[src/prl_pkg.sv]
package prl_pkg;

  // apb map, byte addresses
  localparam int              ADDR_W       = 12;
  localparam logic [11:0]     OFF_LOCK     = 12'h000;
  localparam logic [11:0]     OFF_STATUS   = 12'h004;
  localparam logic [11:0]     OFF_IN_BASE  = 12'h100;
  localparam logic [11:0]     OFF_OUT_BASE = 12'h200;

  // sizes
  localparam int              N_IN         = 18;
  localparam int              N_PINA       = 6;
  localparam int              N_PINC       = 8;
  localparam int              N_PIN        = N_PINA + N_PINC;
  localparam int              N_WORD       = 32;
  localparam int              SEL_W        = 6;
  localparam int              OUT_W        = 5;

  // field layout
  localparam int              LOCK_BIT     = 0;
  localparam logic [5:0]      IN_SEL_MASK  = 6'h3f;
  localparam logic [5:0]      OUT_SEL_MASK = 6'h1f;
  localparam logic [5:0]      CODE_PORTC   = 6'h10;
  localparam logic [7:0]      UNLOCK_KEY1  = 8'h55;
  localparam logic [7:0]      UNLOCK_KEY2  = 8'haa;

  // input select slots that carry the two-wire bus clock and data
  localparam int              IDX_BUS_CLK  = 13;
  localparam int              IDX_BUS_DAT  = 14;

  // output source codes
  localparam logic [4:0]      OUT_REF_CLK  = 5'h1b;
  localparam logic [4:0]      OUT_TIMER0   = 5'h19;
  localparam logic [4:0]      OUT_CMP2     = 5'h14;
  localparam logic [4:0]      OUT_CELL1    = 5'h01;
  localparam logic [5:0]      OUT_RESET    = 6'h00;

  // default input pin codes after power-on, per variant
  localparam logic [0:N_IN-1][5:0] DEF_IN_LARGE = {
    6'h02, 6'h02, 6'h05, 6'h04, 6'h05, 6'h15, 6'h13, 6'h02, 6'h13,
    6'h14, 6'h11, 6'h05, 6'h12, 6'h10, 6'h11, 6'h13, 6'h15, 6'h14};
  localparam logic [0:N_IN-1][5:0] DEF_IN_SMALL = {
    6'h02, 6'h02, 6'h05, 6'h04, 6'h05, 6'h05, 6'h05, 6'h02, 6'h03,
    6'h05, 6'h01, 6'h00, 6'h05, 6'h01, 6'h02, 6'h03, 6'h01, 6'h00};

  typedef enum logic [2:0] {
    SEQ_IDLE  = 3'b001,
    SEQ_KEY1  = 3'b010,
    SEQ_ARMED = 3'b100
  } prl_seq_type;

  typedef struct packed {
    logic              psel;
    logic              penable;
    logic              pwrite;
    logic [ADDR_W-1:0] paddr;
    logic [31:0]       pwdata;
  } prl_apb_req_type;

  typedef struct packed {
    logic        pready;
    logic        pslverr;
    logic [31:0] prdata;
  } prl_apb_rsp_type;

  typedef struct packed {
    logic       hit;
    logic       lock;
    logic       stat;
    logic       mem;
    logic       out;
    logic [4:0] idx;
  } prl_dec_type;

  typedef struct packed {
    logic [N_PIN-1:0] sync1;
    logic [N_PIN-1:0] sync2;
    prl_seq_type      seq;
    logic             locked;
    logic             clr_used;
    logic             set_used;
    logic             one_way;
    logic             cfg_taken;
    prl_apb_rsp_type  rsp;
    logic [N_IN-1:0]  periph_in;
    logic [N_PIN-1:0] pin_out;
    logic [N_PIN-1:0] bus_buf;
  } prl_state_type;

  localparam prl_state_type STATE_RESET = '{
    seq: SEQ_IDLE, default: '0};

endpackage

[src/prl_sel_mem.sv]
module prl_sel_mem
  import prl_pkg::*;
#(
  parameter int                             DEPTH = N_WORD,
  parameter int                             WIDTH = SEL_W,
  parameter logic [0:DEPTH-1][WIDTH-1:0]    INIT  = '0
) (
  input  wire logic                         i_clk,    // system clock
  input  wire logic                         i_srst,   // power-on reset
  input  wire logic                         i_we,     // write strobe
  input  wire logic [4:0]                   i_waddr,  // write word
  input  wire logic [WIDTH-1:0]             i_wdata,  // write value
  input  wire logic [4:0]                   i_raddr,  // read word
  output logic      [WIDTH-1:0]             o_rdata,  // registered read
  output logic      [0:DEPTH-1][WIDTH-1:0]  o_words   // all words, for routing
);

  typedef struct packed {
    logic [0:DEPTH-1][WIDTH-1:0] words;
    logic [WIDTH-1:0]            rdata;
  } prl_mem_state_type;

  prl_mem_state_type mem_q;
  prl_mem_state_type mem_d;

  initial begin
    if (DEPTH > 32 || DEPTH < 1) begin
      $error("prl_sel_mem: depth must be 1 to 32");
    end
  end

  // write port and registered read port
  always_comb begin
    mem_d       = mem_q;
    mem_d.rdata = mem_q.words[i_raddr];
    if (i_we) begin
      mem_d.words[i_waddr] = i_wdata;
    end
  end

  // only power-on returns the words to their defaults
  always_ff @(posedge i_clk) begin
    if (i_srst) begin
      mem_q <= '{words: INIT, rdata: '0};
    end else begin
      mem_q <= mem_d;
    end
  end

  assign o_rdata = mem_q.rdata;
  assign o_words = mem_q.words;

endmodule

[src/prl_routing_lock.sv]
// The APB register port and the register addresses were decided locally.
module prl_routing_lock
  import prl_pkg::*;
#(
  parameter bit                 LARGE     = 1'b1,         // port C present
  parameter logic [N_PIN-1:0]   BUS_PINS  = 14'h0003      // pins with bus buffers
) (
  input  wire logic             i_clk,          // system clock, 200 MHz
  input  wire logic             i_srst,         // power-on reset, sync, high
  input  wire logic             i_dev_rst,      // any other device reset
  input  wire logic             i_one_shot_cfg, // one_shot_lock_setting strap
  input  wire logic             i_bus_mode,     // two-wire bus mode active
  input  wire prl_apb_req_type  i_apb,          // apb request
  output prl_apb_rsp_type       o_apb,          // apb answer
  input  wire logic [N_PIN-1:0] i_pins,         // pad inputs, A0-5 then C0-7
  output logic      [N_IN-1:0]  o_periph_in,    // routed peripheral inputs
  input  wire logic [31:0]      i_periph_out,   // sources by code, bit 0 latch
  output logic      [N_PIN-1:0] o_pin_out,      // routed pin data
  output logic      [N_PIN-1:0] o_bus_buf,      // pin uses bus-specific buffer
  output logic                  o_locked        // selections_locked_flag
);

  localparam int                          N_PIN_USED = LARGE ? N_PIN : N_PINA;
  localparam logic [0:N_WORD-1][SEL_W-1:0] MEM_INIT =
    {(LARGE ? DEF_IN_LARGE : DEF_IN_SMALL), {(N_WORD - N_IN){OUT_RESET}}};

  prl_state_type           st_q;
  prl_state_type           st_d;
  logic [SEL_W-1:0]        mem_rdata;
  logic [0:N_WORD-1][SEL_W-1:0] words;
  logic                    mem_we;
  logic [4:0]              mem_waddr;
  logic [SEL_W-1:0]        mem_wdata;
  prl_dec_type             dec;
  logic                    wr_done;
  logic [N_IN-1:0]         st_d_in;

  initial begin
    if (N_IN + N_PIN > N_WORD) begin
      $error("prl_routing_lock: selection words exceed memory depth");
    end
  end

  // map a byte address onto the register set
  function automatic prl_dec_type decode(input logic [ADDR_W-1:0] a);
    prl_dec_type r;
    logic [ADDR_W-1:0] rel;
    r   = '0;
    rel = '0;
    if (a == OFF_LOCK) begin
      r.hit  = 1'b1;
      r.lock = 1'b1;
    end else if (a == OFF_STATUS) begin
      r.hit  = 1'b1;
      r.stat = 1'b1;
    end else if (a[1:0] == 2'b00 && a >= OFF_IN_BASE && a < OFF_OUT_BASE) begin
      rel = a - OFF_IN_BASE;
      if (rel[ADDR_W-1:2] < N_IN) begin
        r.hit = 1'b1;
        r.mem = 1'b1;
        r.idx = rel[6:2];
      end
    end else if (a[1:0] == 2'b00 && a >= OFF_OUT_BASE) begin
      rel = a - OFF_OUT_BASE;
      if (rel[ADDR_W-1:2] < N_PIN_USED) begin
        r.hit = 1'b1;
        r.mem = 1'b1;
        r.out = 1'b1;
        r.idx = 5'(N_IN) + rel[6:2];
      end
    end
    return r;
  endfunction

  // pad index to input pin code
  function automatic logic [5:0] pin_code(input int p);
    // port a low, port c at 0x10
    if (p < N_PINA) begin
      return 6'(p);
    end
    return CODE_PORTC | 6'(p - N_PINA);
  endfunction

  // input pin code to synchronised pad level; unsupported codes read low
  function automatic logic pick_pin(input logic [5:0] c, input logic [N_PIN-1:0] pv);
    logic r;
    r = 1'b0;
    for (int p = 0; p < N_PIN_USED; p++) begin
      if (c == pin_code(p)) begin
        r = pv[p];
      end
    end
    return r;
  endfunction

  assign dec     = decode(i_apb.paddr);
  assign wr_done = i_apb.psel & i_apb.penable & st_q.rsp.pready & i_apb.pwrite;

  // selection write path, blocked while locked
  always_comb begin
    mem_waddr = dec.idx;
    // six-bit input field, five-bit output field
    mem_wdata = i_apb.pwdata[SEL_W-1:0] & (dec.out ? OUT_SEL_MASK : IN_SEL_MASK);
    mem_we    = wr_done & dec.mem & ~st_q.locked;
  end

  // selections change only by bus write or power-on reset
  prl_sel_mem #(
    .DEPTH   (N_WORD),
    .WIDTH   (SEL_W),
    .INIT    (MEM_INIT)
  ) u_mem (
    .i_clk   (i_clk),
    .i_srst  (i_srst),
    .i_we    (mem_we),
    .i_waddr (mem_waddr),
    .i_wdata (mem_wdata),
    .i_raddr (dec.idx),
    .o_rdata (mem_rdata),
    .o_words (words)
  );

  // lock sequence, bus answer and routing
  always_comb begin
    st_d = st_q;

    // pads come from outside the clock domain: two flops first
    st_d.sync1 = i_pins;
    st_d.sync2 = st_q.sync1;

    // one-shot strap caught once after each reset
    if (!st_q.cfg_taken) begin
      st_d.one_way   = i_one_shot_cfg;
      st_d.cfg_taken = 1'b1;
    end

    // apb: answer in the second access cycle
    st_d.rsp.pready = i_apb.psel & i_apb.penable & ~st_q.rsp.pready;
    if (i_apb.psel && i_apb.penable && !st_q.rsp.pready) begin
      st_d.rsp.pslverr = ~dec.hit;
      st_d.rsp.prdata  = '0;
      if (!i_apb.pwrite) begin
        if (dec.lock) begin
          st_d.rsp.prdata[LOCK_BIT] = st_q.locked;
        end else if (dec.stat) begin
          st_d.rsp.prdata[3:0] = {st_q.set_used, st_q.clr_used,
                                  st_q.one_way, st_q.locked};
        end else if (dec.mem) begin
          st_d.rsp.prdata[SEL_W-1:0] = mem_rdata;
        end
      end
    end else if (!st_d.rsp.pready) begin
      st_d.rsp.pslverr = 1'b0;
    end

    if (wr_done) begin
      st_d.seq = SEQ_IDLE;
      if (dec.lock) begin
        case (st_q.seq)
          SEQ_IDLE: begin
            if (i_apb.pwdata[7:0] == UNLOCK_KEY1) begin
              st_d.seq = SEQ_KEY1;
            end
          end
          SEQ_KEY1: begin
            if (i_apb.pwdata[7:0] == UNLOCK_KEY2) begin
              st_d.seq = SEQ_ARMED;
            end
          end
          SEQ_ARMED: begin
            if (i_apb.pwdata[LOCK_BIT] && !st_q.locked) begin
              if (!(st_q.one_way && st_q.set_used)) begin
                st_d.locked   = 1'b1;
                st_d.set_used = 1'b1;
              end
            end else if (!i_apb.pwdata[LOCK_BIT] && st_q.locked) begin
              if (!(st_q.one_way && (st_q.clr_used || st_q.set_used))) begin
                st_d.locked   = 1'b0;
                st_d.clr_used = 1'b1;
              end
            end
          end
          default: begin
            st_d.seq = SEQ_IDLE;
          end
        endcase
      end
    end

    // second comparator code only when large
    for (int p = 0; p < N_PIN; p++) begin
      if (p < N_PIN_USED && (LARGE || words[N_IN + p][OUT_W-1:0] != OUT_CMP2)) begin
        st_d.pin_out[p] = i_periph_out[words[N_IN + p][OUT_W-1:0]];
      end else begin
        st_d.pin_out[p] = 1'b0;
      end
    end

    // bus buffer only on dedicated pins
    for (int p = 0; p < N_PIN; p++) begin
      st_d.bus_buf[p] = i_bus_mode & BUS_PINS[p] & (p < N_PIN_USED) &
                        ((words[IDX_BUS_CLK] == pin_code(p)) ||
                         (words[IDX_BUS_DAT] == pin_code(p)));
    end

    // other device resets drop the lock state but not the selections
    if (i_dev_rst) begin
      st_d.seq       = SEQ_IDLE;
      st_d.locked    = 1'b0;
      st_d.clr_used  = 1'b0;
      st_d.set_used  = 1'b0;
      st_d.cfg_taken = 1'b0;
      st_d.rsp       = '0;
    end
  end

  // input routing, one mux per peripheral input
  // software pairs in and out selections
  for (genvar g = 0; g < N_IN; g++) begin : g_in
    always_comb begin
      st_d_in[g] = pick_pin(words[g], st_q.sync2);
    end
  end

  // power-on clears all lock state; st_d_in merged here
  always_ff @(posedge i_clk) begin
    if (i_srst) begin
      st_q <= STATE_RESET;
    end else begin
      st_q           <= st_d;
      st_q.periph_in <= st_d_in;
    end
  end

  assign o_apb       = st_q.rsp;
  assign o_periph_in = st_q.periph_in;
  assign o_pin_out   = st_q.pin_out;
  assign o_bus_buf   = st_q.bus_buf;
  assign o_locked    = st_q.locked;

endmodule

[config.mk]
export PLATFORM = sky130hd
export DESIGN_NAME = prl_routing_lock
export DESIGN_NICKNAME = d
export VERILOG_FILES = /design/src/prl_pkg.sv /design/src/prl_sel_mem.sv /design/src/prl_routing_lock.sv
export SDC_FILE = /design/constraint.sdc
export NUM_CORES = 1
export LEC_CHECK = 0
export BUFFER_PORTS_ARGS = -buffer_cell sky130_fd_sc_hd__buf_2
export CORE_MARGIN = 5
export CORE_UTILIZATION = 36
export DETAILED_ROUTE_END_ITERATION = 10
export PLACE_DENSITY_LB_ADDON = 0.12
export SYNTH_ARGS = -nofsm -noshare
export SYNTH_HDL_FRONTEND = slang
export SYNTH_SLANG_ARGS = --single-unit
[constraint.sdc]
create_clock -name i_clk -period 2.85 [get_ports i_clk]
set_clock_uncertainty 0.05 [all_clocks]
set_input_delay 0.285 -clock i_clk [delete_from_list [all_inputs] [get_ports i_clk]]
set_output_delay 0.285 -clock i_clk [all_outputs]
set_load 0.03 [all_outputs]
==> impl_metrics.toml <==
[worst_setup_path]
critical_path_class = "in2reg"
rr_worst_depth = 4
crit_start = "i_apb[41]"
end_kind = "flop"
r2r_start = "u_mem.o_words[18]"
reg2reg_to = "o_pin_out[10]"
crit_end = "u_mem.o_words[0]"
crit_fanout = 7
critPathRequiredTime_ns = 3.21
cp.arrival_ns = 3.01
reg2reg_slack_ns = 0.41
startpoint_type = "input pin"

[clock_tree]
cts_resized = 0
cts.reportedPaths.clkPinSlew_ns = 0.06
numCtsBuffers = 35
cts_num_sinks = 276
cts_buffer_depth = 3
h-tree-depth = 2
tritoncts = "yes"
cts_root_buffer = "clkbuf_16"
cts_setup_buffers = 0
clk_latency_ns = 0.55
ctsHoldBuffers = 16

[placement]
port_buffers = 116
dp_hpwl_um = 51300
gp_congestion = 0.922

[logic_synthesis]
synth_compound_area_share_pct = 15.4
synthFlopType = "dfxtp_1"
ys_ff_latch = 276
synth-simple-area-share_pct = 17.2
postSynthAreaPerCell_sq_um = 9.22
synth_top_family_by_area = "multiplexers"
yosys_warnings = 0
synth.distinct_cells = 86
synth.area.top_cells = "dfxtp_1 (29%), mux4_2 (19%), mux2i_1 (9.2%)"
synthAdderAreaFrac_pct = 0.397
yosysTopAreaCell = "dfxtp_1"
synthMuxAreaShare_pct = 28.9
synth_edf_count = 0
syn_inst = 2050
synth_top_area_share_pct = 29.2
synth_area_sq_um = 18900
synth_xor_area_share_pct = 0.139
ys_seq_area_share_pct = 29.2
synth_common_cells = "dfxtp_1 (276), nor2_1 (214), clkbuf_1 (178)"
synth-async-reset-ratio_pct = 0
synth.most_common_cell = "dfxtp_1"

[global_routing]
grt_pass1_wl_um = 109000
grt.total_usage_pct = 24.8
grt_max_degree = 100
antenna_found_initial = 0
grt.overflow.total = 0
grt_pass1_vias = 16800

[power]
p_per_area_nw_per_um2 = 436
p_leak_nw = 7.95
irDropWorstVdd_uv = 336

[floorplan]
die_y_um = 239
io_pins = 179
dieArea_sq_um = 57200
core_area_sq_um = 52200
core.rowCount = 84
initial_core_util_pct = 36.2
die_w_um = 239

[detailed_routing]
drtPass1Iterations = 7
wl_um = 73500
routedWlPerCell_um = 25.6
ant_nets = 0
drc = 0
drt_iter0_markers = 1303
via_count = 17200
vias_per_cell = 5.97

[run]
max_cap_viol_count = 0

[run_status]
status = "completed"

[timing]
fmax_mhz = 378
tns_ns = 0
hold_violations = 0
worst_pin_slew_ns = 0.924
rsz0062_at_grt = "false"
min_period_ns = 2.65
min_period_over_period_pct = 92.9
drv_slew = 0
hold_slack_ns = 0.0496
slew_headroom_pct = 38.4
setup_viol = 0

[worst_hold_path]
hold_class = "in2reg"

[layout]
nets = 2269
drive_above_1_share_pct = 27.2
area_delta_synth_final_pct = 17.4
n_antenna_cell = 0
-- worst max-delay path, cell delays in order --
cell and delay, ns:
buf_2 0.11, buf_4 0.13, or4_1 0.54, nor2_1 0.24, a31oi_2 0.21, nor2_1 0.64, buf_4 0.27, and3_1 0.15
buf_4 0.16, mux2i_1 0.20, nor2_1 0.05
-- stage by stage --
| stage | instances | worst slack [ns] | total power [mW] | instance area (sq um) | util (%) |
|---|---|---|---|---|---|
| floorplan | 2087 | 0.0697 | 4.65 | 19000 | - |
| global placement | 2800 | -0.281 | 4.97 | 20800 | 39.8 |
| detailed placement | 2800 | -0.327 | 4.98 | 20800 | 39.8 |
| CTS | 2878 | 0.246 | 9.76 | 22200 | 42.5 |
| global route | 2878 | 0.0207 | 9.93 | 22200 | 42.5 |
| finish | 2878 | 0.201 | 9.67 | 22200 | 42.5 |
-- registers in the layout, summed over array words and instances (netlist names) --
signal / cells
o_bus_buf: 2
o_periph_in: 18
st_d: 14
o_apb: 8
st_q: 21
u_mem.o_rdata: 6
o_locked: 1
o_pin_out: 14
u_mem.o_words: 192
-- worst min-delay path by stage --
stage / end / cells after the start / slack, ns / startpoint
finish: o_apb[0] / 4 / 0.05 / i_apb[44]
global route: o_apb[0] / 4 / 0.06 / i_apb[44]
CTS: o_apb[0] / 4 / 0.01 / i_apb[44]
detailed placement: st_q[97] / 1 / 0.37 / st_d[97]
global placement: st_q[93] / 1 / 0.38 / st_d[93]
floorplan: st_d[100] / 1 / 0.36 / i_pins[12]
-- per-layer routing --
layer	global-route usage, %	wire length, um	vias to the layer above
li1	-	-	7710
met1	32.5	30000	8533
met2	43.1	36300	765
met3	2.86	4650	165
met4	8.04	2520	0
met5	0	0	-
-- final cells by class --
| cell class | instances | area, sq um |
|---|---|---|
| Multi-Input combinational cell | 1475 | 11900 |
| Sequential cell | 276 | 5530 |
| Inverter | 33 | 124 |
| Fill cell | 5120 | 30100 |
| Clock inverter | 11 | 179 |
| Timing Repair Buffer | 344 | 2540 |
| Tap cell | 688 | 861 |
| Clock buffer | 51 | 1050 |
-- placed cells by master, fill, tap and decap left out, types with 8 or more instances in the layout --
master,n
a2111oi_0,14
a211o_1,30
a211oi_1,15
a21oi_1,123
a221oi_1,11
a222oi_1,8
a22oi_1,15
a31oi_1,20
and3_1,13
buf_12,16
buf_2,115
buf_4,196
clkbuf_16,37
clkbuf_8,8
conb_1,38
dfxtp_1,276
dlygate4sd3_1,16
inv_1,33
mux2_2,16
mux2i_1,173
mux4_2,158
nand2_1,167
nand2b_1,10
nand3_1,44
nand3b_1,15
nor2_1,214
nor2b_1,54
nor3_1,23
nor3b_1,25
nor4_1,12
o211ai_1,10
o21a_1,9
o21ai_0,80
or3_1,13
-- where the power goes --
| group | switching (mW) | internal [mW] | leakage, nW |
|---|---|---|---|
| Clock | 1.81 | 2.93 | 0.597 |
| Combinational | 0.625 | 0.372 | 5.12 |
| Sequential | 0.0295 | 3.90 | 2.24 |
| Total | 2.47 | 7.20 | 7.95 |
-- cells by family (layout without fill, tap and decap cells) --
kind of cell	after synthesis	count (layout)
flops	276	276
xor+xnor	3	3
buf+inv	336	439
mux	347	347
other cells	1	38
compound gates	427	427
fa+ha+maj	6	6
simple gates	654	654
(Power assumes the default switching activity.)
